### src/srtr_regs.svh
/*
  timing and reset constants for the set/reset latch and toggle relay pair.
  assumes inclusion by bare name from the package and the design file.
*/
`ifndef SRTR_REGS_SVH
`define SRTR_REGS_SVH

// controller evaluation period in ns and the cycle count derived from it
`define SRTR_EVAL_PERIOD_NS 1000
`define SRTR_CLK_PERIOD_NS 50
`define SRTR_EVAL_CYCLES ((`SRTR_EVAL_PERIOD_NS) / (`SRTR_CLK_PERIOD_NS))
`define SRTR_DIV_W 5

// reset values of the state flip-flops
`define SRTR_LATCH_RST 1'b0
`define SRTR_TOGGLE_RST 1'b0
`define SRTR_TRG_RST 1'b0

// priority encoding
`define SRTR_PRIO_RESET_WINS 1'b0
`define SRTR_PRIO_SET_WINS 1'b1

`endif

### src/srtr_pkg.sv
/*
  types shared by the set/reset latch and toggle relay block.
  assumes srtr_regs.svh is on the include path.
*/
`include "srtr_regs.svh"

package srtr_pkg;

  // priority choice of the toggle relay when set and reset are both high
  typedef enum logic {
    reset_wins_choice = `SRTR_PRIO_RESET_WINS,
    set_wins_choice = `SRTR_PRIO_SET_WINS
  } srtr_prio_e;

  // inputs of the latch element
  typedef struct packed {
    logic set;
    logic rst;
    logic retain;
  } srtr_latch_in_s;

  // inputs of the toggle relay element
  typedef struct packed {
    logic trg;
    logic set;
    logic rst;
    logic retain;
    srtr_prio_e prio;
  } srtr_toggle_in_s;

  // evaluation sequencer, gray coded along wait -> eval
  typedef enum logic [1:0] {
    srtr_st_wait = 2'h0,
    srtr_st_eval = 2'h1
  } srtr_state_e;

endpackage

### src/srtr_relay.sv
/*
  set/reset latch (reset dominant) and toggle relay with selectable priority,
  both evaluated once per controller cycle.
  assumes inputs come from other logic on ref_clk and that preserved values
  for retention are supplied from a retentive store by the surrounding logic.
*/
`timescale 1ns/1ps
`include "srtr_regs.svh"

module srtr_relay (
  input wire logic ref_clk,
  input wire logic rst_n,
  input wire srtr_pkg::srtr_latch_in_s latch_in,
  input wire srtr_pkg::srtr_toggle_in_s toggle_in,
  input wire logic latch_saved,
  input wire logic toggle_saved,
  output logic latch_q,
  output logic toggle_q,
  output logic eval_tick
);

  // ************************************************
  // evaluation divider
  // ************************************************
  localparam logic [`SRTR_DIV_W-1:0] EVAL_LAST = `SRTR_DIV_W'(`SRTR_EVAL_CYCLES - 1);

  logic [`SRTR_DIV_W-1:0] div_r, div_nxt;
  srtr_pkg::srtr_state_e st_r, st_nxt;

  // a single cycle of ref_clk per controller cycle carries the evaluation
  always_comb begin
    div_nxt = (div_r == EVAL_LAST) ? '0 : div_r + `SRTR_DIV_W'(1);
    st_nxt = (div_r == EVAL_LAST) ? srtr_pkg::srtr_st_eval : srtr_pkg::srtr_st_wait;
  end

  always_ff @(posedge ref_clk or negedge rst_n) begin
    if (!rst_n) begin
      div_r <= '0;
      st_r <= srtr_pkg::srtr_st_wait;
    end else begin
      div_r <= div_nxt;
      st_r <= st_nxt;
    end
  end

  always_comb begin
    case (st_r)
      srtr_pkg::srtr_st_eval: eval_tick = 1'b1;
      default: eval_tick = 1'b0;
    endcase
  end

  // ************************************************
  // power-up restore
  // ************************************************
  // async reset may only load constants, so retained values are loaded at the
  // first edge after release; a flag marks that load as pending
  logic restore_r, restore_nxt;

  always_comb begin
    restore_nxt = 1'b0;
  end

  always_ff @(posedge ref_clk or negedge rst_n) begin
    if (!rst_n) begin
      restore_r <= 1'b1;
    end else begin
      restore_r <= restore_nxt;
    end
  end

  // ************************************************
  // latch element
  // ************************************************
  logic latch_r, latch_nxt;

  always_comb begin
    latch_nxt = latch_r;
    if (restore_r) begin
      latch_nxt = latch_in.retain ? latch_saved : `SRTR_LATCH_RST;
    end else if (eval_tick) begin
      if (latch_in.rst) begin
        latch_nxt = 1'b0; // reset dominates
      end else if (latch_in.set) begin
        latch_nxt = 1'b1;
      end // both low holds
    end
  end

  always_ff @(posedge ref_clk or negedge rst_n) begin
    if (!rst_n) begin
      latch_r <= `SRTR_LATCH_RST;
    end else begin
      latch_r <= latch_nxt;
    end
  end

  assign latch_q = latch_r;

  // ************************************************
  // toggle relay element
  // ************************************************
  logic tog_r, tog_nxt;
  logic trg_prev_r, trg_prev_nxt;
  logic trg_rise;

  // edge seen only against the previous evaluation sample, so a steady level
  // never toggles however long it is held
  assign trg_rise = toggle_in.trg & ~trg_prev_r;

  always_comb begin
    tog_nxt = tog_r;
    trg_prev_nxt = trg_prev_r;
    if (restore_r) begin
      tog_nxt = toggle_in.retain ? toggle_saved : `SRTR_TOGGLE_RST;
      trg_prev_nxt = toggle_in.trg; // no spurious edge right after power-up
    end else if (eval_tick) begin
      trg_prev_nxt = toggle_in.trg;
      if (toggle_in.set && toggle_in.rst) begin
        tog_nxt = (toggle_in.prio == srtr_pkg::set_wins_choice);
      end else if (toggle_in.set) begin
        tog_nxt = 1'b1;
      end else if (toggle_in.rst) begin
        tog_nxt = 1'b0;
      end else if (trg_rise) begin
        tog_nxt = ~tog_r;
      end
    end
  end

  always_ff @(posedge ref_clk or negedge rst_n) begin
    if (!rst_n) begin
      tog_r <= `SRTR_TOGGLE_RST;
      trg_prev_r <= `SRTR_TRG_RST;
    end else begin
      tog_r <= tog_nxt;
      trg_prev_r <= trg_prev_nxt;
    end
  end

  assign toggle_q = tog_r;

  // ************************************************
  // checks
  // ************************************************
  a_latch_reset_dom: assert property (@(posedge ref_clk) disable iff (!rst_n)
    (eval_tick && !restore_r && latch_in.rst) |=> !latch_q)
    else $error("latch not low after reset input");

  a_latch_set_only: assert property (@(posedge ref_clk) disable iff (!rst_n)
    (eval_tick && !restore_r && latch_in.set && !latch_in.rst) |=> latch_q)
    else $error("latch not high after set alone");

  a_latch_hold_idle: assert property (@(posedge ref_clk) disable iff (!rst_n)
    (!restore_r && !latch_in.set && !latch_in.rst) |=> $stable(latch_q))
    else $error("latch changed with inputs idle");

  // rst_n in the antecedent is the sampled level, so the release edge itself
  // starts no attempt while the flops are still held in reset
  a_latch_restore_val: assert property (@(posedge ref_clk) disable iff (!rst_n)
    (rst_n && restore_r) |=> (latch_q == ($past(latch_in.retain) ? $past(latch_saved) : 1'b0)))
    else $error("latch power-up value wrong");

  a_toggle_edge_flip: assert property (@(posedge ref_clk) disable iff (!rst_n)
    (eval_tick && !restore_r && !toggle_in.set && !toggle_in.rst && toggle_in.trg && !trg_prev_r)
      |=> (toggle_q != $past(toggle_q)))
    else $error("toggle missed a trigger edge");

  a_toggle_set_force: assert property (@(posedge ref_clk) disable iff (!rst_n)
    (eval_tick && !restore_r && toggle_in.set && !toggle_in.rst) |=> toggle_q)
    else $error("toggle not forced high by set");

  // a trigger edge under set or reset must leave only the forced level behind
  a_toggle_edge_masked: assert property (@(posedge ref_clk) disable iff (!rst_n)
    (eval_tick && !restore_r && (toggle_in.set || toggle_in.rst) && toggle_in.trg && !trg_prev_r)
      |=> (toggle_q == ($past(toggle_in.set)
        && (!$past(toggle_in.rst) || $past(toggle_in.prio) == srtr_pkg::set_wins_choice))))
    else $error("toggle followed a masked trigger edge");

  a_toggle_reset_force: assert property (@(posedge ref_clk) disable iff (!rst_n)
    (eval_tick && !restore_r && toggle_in.rst && !toggle_in.set) |=> !toggle_q)
    else $error("toggle not forced low by reset");

  a_toggle_prio_both: assert property (@(posedge ref_clk) disable iff (!rst_n)
    (eval_tick && !restore_r && toggle_in.set && toggle_in.rst)
      |=> (toggle_q == ($past(toggle_in.prio) == srtr_pkg::set_wins_choice)))
    else $error("toggle priority result wrong");

  a_toggle_restore_val: assert property (@(posedge ref_clk) disable iff (!rst_n)
    (rst_n && restore_r) |=> (toggle_q == ($past(toggle_in.retain) ? $past(toggle_saved) : 1'b0)))
    else $error("toggle power-up value wrong");

  a_toggle_latch_match: assert property (@(posedge ref_clk) disable iff (!rst_n)
    (eval_tick && !restore_r && !toggle_in.trg && toggle_in.prio == srtr_pkg::reset_wins_choice
      && toggle_in.set == latch_in.set && toggle_in.rst == latch_in.rst && (toggle_in.set || toggle_in.rst))
      |=> (toggle_q == latch_q))
    else $error("toggle differs from latch");

  a_steady_trg_hold: assert property (@(posedge ref_clk) disable iff (!rst_n)
    (!restore_r && !toggle_in.set && !toggle_in.rst && toggle_in.trg == trg_prev_r) |=> $stable(toggle_q))
    else $error("toggle changed on steady trigger");

  a_eval_spacing: assert property (@(posedge ref_clk) disable iff (!rst_n)
    eval_tick |=> !eval_tick)
    else $error("evaluation pulses back to back");

  a_trg_history: assert property (@(posedge ref_clk) disable iff (!rst_n)
    (eval_tick && !restore_r) |=> (trg_prev_r == $past(toggle_in.trg)))
    else $error("trigger history not updated");

  // restore lasts one cycle and seeds the trigger history from the live level
  a_restore_once: assert property (@(posedge ref_clk) disable iff (!rst_n)
    (rst_n && restore_r) |=> (!restore_r && trg_prev_r == $past(toggle_in.trg)))
    else $error("power-up restore wrong");

endmodule

### config.mk
export PLATFORM = sky130hd
export DESIGN_NAME = srtr_relay
export DESIGN_NICKNAME = d
export VERILOG_FILES = /design/src/srtr_pkg.sv /design/src/srtr_relay.sv
export VERILOG_INCLUDE_DIRS = /design/src
export SDC_FILE = /design/constraint.sdc
export NUM_CORES = 1
export LEC_CHECK = 0
export BUFFER_PORTS_ARGS = -buffer_cell sky130_fd_sc_hd__buf_2
export CAP_MARGIN = 20
export CORE_AREA = 2 2 39 41
export CTS_BUF_LIST = sky130_fd_sc_hd__clkbuf_8
export DETAILED_ROUTE_END_ITERATION = 8
export DIE_AREA = 0 0 41 43
export SETUP_SLACK_MARGIN = 0.1
export SLEW_MARGIN = 20
export SYNTH_ARGS = -nofsm -noshare
export SYNTH_HDL_FRONTEND = slang
export SYNTH_SLANG_ARGS = --single-unit
### constraint.sdc
create_clock -name ref_clk -period 1.29 [get_ports ref_clk]
set_input_delay 0.258 -clock ref_clk [delete_from_list [all_inputs] [get_ports ref_clk]]
set_output_delay 0.258 -clock ref_clk [all_outputs]
set_load 0.1 [all_outputs]
# Word-level counts from Yosys, hierarchy flattened
# Index checks and enable logic that the tools add are counted.
# W data, S select, Z words.
[op_classes]
addsub = 1
n_eq_ne = 2
muxes = 17
bitwise_logic = 3
reduce_logical = 6
[ops]
columns = ["cell", "n"]
rows = [
  ["$mux W1", 16],
  ["$add A5 B1 Y5 const B", 1],
  ["$eq A5 B5 Y1 const B", 1],
  ["$mux W5", 1],
  ["$reduce_bool A5 Y1", 1],
  ["$reduce_and A2 Y1", 2],
  ["$reduce_bool A3 Y1", 1],
  ["$not A1 Y1", 2],
  ["$reduce_bool A2 Y1", 1],
  ["$and A1 B1 Y1", 1],
  ["$eq A1 B1 Y1 const B", 1],
  ["$logic_and A1 B1 Y1", 1],
]
[totals]
ff_bits = 10
in_bits = 12
wordCells = 35

# Depth between registers and ports, before layout
[logic_depth]
word_depth = 8
mapped_depth = 4

# Worst setup path after synthesis
# Ideal clock, no wire load.
[synth_timing]
path_type = "register -> register"
startpoint = "register tog_r, in the netlist toggle_q"
endpoint = "register tog_r, in the netlist toggle_q"
setup_time_ns = 0.071
t_arrival_ns = 1.542
required_ns = 1.219
setup_slack_ns = -0.324
stages_incl_launch_ff = 5
n_path_buf = 0
cell_sequence = "dfrtp_1 nor2_1 o22ai_1 or4b_1 nand3_1"
[synth_via]
elab_chain_cells = 7
[synth_lines]
columns = ["item", "line", "text"]
rows = [
  ["from (decl)", "srtr_relay.sv:103", "logic tog_r, tog_nxt;"],
  ["from (signal assigned)", "srtr_relay.sv:133", "tog_r <= `SRTR_TOGGLE_RST;"],
  ["from (signal assigned)", "srtr_relay.sv:136", "tog_r <= tog_nxt;"],
  ["$not A1 Y1", "srtr_relay.sv:126", "tog_nxt = ~tog_r;"],
  ["$mux W1", "srtr_relay.sv:125", "end else if (trg_rise) begin"],
  ["$mux W1", "srtr_relay.sv:123", "end else if (toggle_in.rst) begin"],
  ["$mux W1", "srtr_relay.sv:121", "end else if (toggle_in.set) begin"],
  ["$mux W1", "srtr_relay.sv:119", "if (toggle_in.set && toggle_in.rst) begin"],
  ["$mux W1", "srtr_relay.sv:117", "end else if (eval_tick) begin"],
  ["$mux W1", "srtr_relay.sv:114", "if (restore_r) begin"],
]
# Every way passes these cells. The select of a mux whose other input is x is not followed.
# A chain may end at the register's enable or synchronous reset.

# Worst setup path in the final report
[layout_timing]
startpoint = "register tog_r, in the netlist toggle_q"
endpoint = "output port toggle_q"
[layout_lines]
columns = ["item", "line", "text"]
rows = [
  ["to (decl)", "srtr_relay.sv:18", "output logic toggle_q,"],
]
# No word-level cell between the ends.

==> impl_metrics.csv <==
group,metric,value,unit
die,boundaryPins,15,
logic_synthesis,synth_largest_area_cell,"dfrtp_1",
logic_synthesis,synth_area_leaders,"dfrtp_1 52%, dfstp_2 6.1%, nand3_1 3.5%",
clock_network,numClockSinks,10,
setup_path,path_max_fanout,3,
global_route,grt_pass1_vias,313,
detailed_routing,firstDrtPassIters,3,
place,port_buffers,14,
setup_path,r2r_setup_slack,0.05,ns
die,start_util,0.313,
detailed_routing,wl_per_cell,10.8,um
clock_network,clk_pin_slew_worst_paths,0.05,ns
logic_synthesis,synth_cell_types,22,
logic_synthesis,synthesis.nets,51,
detailed_routing,drc_errors,0,
clock_network,clock_latency,0.24,ns
logic_synthesis,ys_warn_count,0,
power,comb_power_share,0.158,
die,coreArea,0.00138,mm2
run,cap_violations,0,
sta,drv_slew,0,
clock_network,htreeDepth,1,
clock_network,clockBufferDepth,2,
global_route,grt_use_total,0.105,
sta,finalHoldViolCount,0,
global_route,grt_start_max_net_pins,11,
logic_synthesis,synth_cells,38,
sta,fin_skew,0.00691,ns
status,status,"completed",
sta,finalSetupViolations,0,
power,peakVddDrop,0.595,mV
die,num_rows,14,
setup_path,cp_data_arrival_time,1.00,ns
die,die_area,0.00176,mm2
power,switching_share,0.249,
global_route,grt_pass1_wl,1210,um
detailed_routing,via_per_inst,4.82,
detailed_routing,first_iter_violations,5,
sta,max_freq,0.796,GHz
power,pwr-share-seq,0.429,
logic_synthesis,synth_seq_area_share,0.581,
min_path,hold_path.class,"primary input to flop",
global_route,grt_overflow_total,0,
setup_path,reg2reg_from,"toggle_q",
clock_network,cts_root_buffer,"clkbuf_8",
logic_synthesis,synthDominantCellAreaShare,0.520,
detailed_routing,vias,357,
power,p_switching,0.196,mW
place,place_ws,0.0554,ns
logic_synthesis,async_flop_share,1.00,
setup_path,worstSetupEndpointType,"output pin",
setup_path,critPathLaunchType,"flop",
die,die_h,43,um
logic_synthesis,syn_area,433,um2
logic_synthesis,syn_area_per_cell,11.4,um2
layout,finalNetCount,72,
power,p_int,0.592,mW
power,p_clk_frac,0.413,
sta,grt_setup_unrepaired,"true",
clock_network,numCtsBuffers,3,
setup_path,criticalPathCategory,"flop to output pin",
sta,fin_ws,0.0331,ns
detailed_routing,wirelength,796,um
place,gp_congestion,0.641,
clock_network,cts_tree,"done",
power,p_per_area,1220,mW/mm2
logic_synthesis,synth_enable_flop_cells,0,
logic_synthesis,ys_ff_latch,10,
min_path,hold_start,"latch_saved",
logic_synthesis,ys.flop_type,"dfrtp_1",
layout,area_growth,49.7,%
global_route,antenna_found_initial,0,
die,dieWidth,41,um
clock_network,cts_setup_buffers,0,
layout,drive_gt1_frac,0.448,
sta,fin_crit_sh,0.974,
detailed_routing,ant_nets,0,
setup_path,cp-startpoint,"toggle_q",
sta,fin_crit,1.26,ns
layout,post-route-util,0.468,
setup_path,required,1.03,ns
power,leakagePower,0.285,nW
layout,antennaDiodeCount,0,
worst paths after layout:
kind / depth (start not counted) / to
setup / recovery: 2 / toggle_q
hold / removal: 2 / latch_q
setup reg to reg: 4 / toggle_q
hold reg to reg: 1 / div_r[0]
max in group asynchronous: 2 / restore_r
min in group asynchronous: 2 / div_r[2]
critical path, stage by stage (launching register included):
cell and delay, ns:
dfrtp_4 0.48, buf_6 0.13, buf_12 0.15
timing repair:
item / 4_1_cts / 5_1_grt
pin swaps: 0 / 0
endpoints found under the hold margin: 9 / 0
endpoints found under the setup margin: 2 / 3
hold buffers: 1 / 0
gates resized for setup: 1 / 2
metrics by stage:
step,power [mW],setup TNS [ns],cell area (um2),cells,hold slack (ns)
after floorplan,0.403,-0.108,439,38,-0.0376
after global placement,0.462,0,582,69,0.126
after detailed placement,0.463,0,582,69,0.124
after CTS,0.797,0,641,74,0.264
after global routing,0.826,-0.00823,648,74,0.268
final,0.788,0,648,74,0.267
area by class of cell:
type / instances / area, um2
fillers: 134 / 736
multi-input cells: 25 / 178
well taps: 16 / 20.0
repair buffers: 16 / 136
inverters: 3 / 11.3
clock buffers: 3 / 41.3
flip-flops and latches: 10 / 258
clock inverters: 1 / 3.75
cells by family (layout without fill, tap and decap cells):
| kind of cell | count (synthesis) | after routing | share of synthesized area |
|---|---|---|---|
| buffers and inverters | 3 | 23 | 0.0260 |
| xor gates and xnor gates | 1 | 1 | 0.0202 |
| muxes | 2 | 2 | 0.0491 |
| and+or+nand+nor | 11 | 11 | 0.142 |
| adders and majority gates | 1 | 1 | 0.0289 |
| DFF | 10 | 10 | 0.581 |
| AOI/OAI and AO/OA | 9 | 9 | 0.145 |
| other | 1 | 1 | 0.00866 |
layout by cell type, fill, tap and decap left out:
master	n
dfrtp_4	1
mux2_2	1
a22o_1	1
xnor2_1	1
a32oi_1	1
nand2b_1	1
dlygate4sd3_1	1
buf_2	11
ha_1	1
clkbuf_8	3
dfrtp_1	6
dfstp_2	1
nand2_1	1
a21oi_1	1
nor2_2	1
o22ai_1	1
inv_1	4
buf_6	1
nand3_1	3
a211oi_1	2
o21ai_0	2
mux2i_1	1
or4b_1	1
nor2_1	2
nor3b_2	1
nand3b_1	1
conb_1	1
dfrtp_2	2
buf_12	3
a31o_2	1
synthesized netlist by cell type, drive strengths merged (2+ instances only):
| library cell | number |
|---|---|
| o21ai | 2 |
| a211oi | 2 |
| nor2 | 3 |
| nand3 | 3 |
| dfrtp | 9 |
| inv | 3 |
routing by layer:
| layer | share of wire | GRT usage |
|---|---|---|
| met5 | 0 | 0 |
| met4 | 0 | 0.0800 |
| met3 | 0.090 | 0.0314 |
| met2 | 0.48 | 0.150 |
| met1 | 0.43 | 0.125 |
flip-flops by register name, indices dropped and copies added, names as in the netlist:
| name | flops |
|---|---|
| restore_r | 1 |
| toggle_q | 1 |
| latch_q | 1 |
| div_r | 5 |
| st_r | 1 |
| trg_prev_r | 1 |
power by group through the flow:
stage               Sequential [mW]  Clock, mW  Combinational [mW]
floorplan                     0.384          0              0.0189
global placement              0.341          0               0.121
detailed placement            0.342          0               0.121
CTS                           0.338      0.334               0.125
global route                  0.339      0.353               0.134
finish                        0.338      0.325               0.125
No activity file was read; power rests on OpenSTA's default activity.
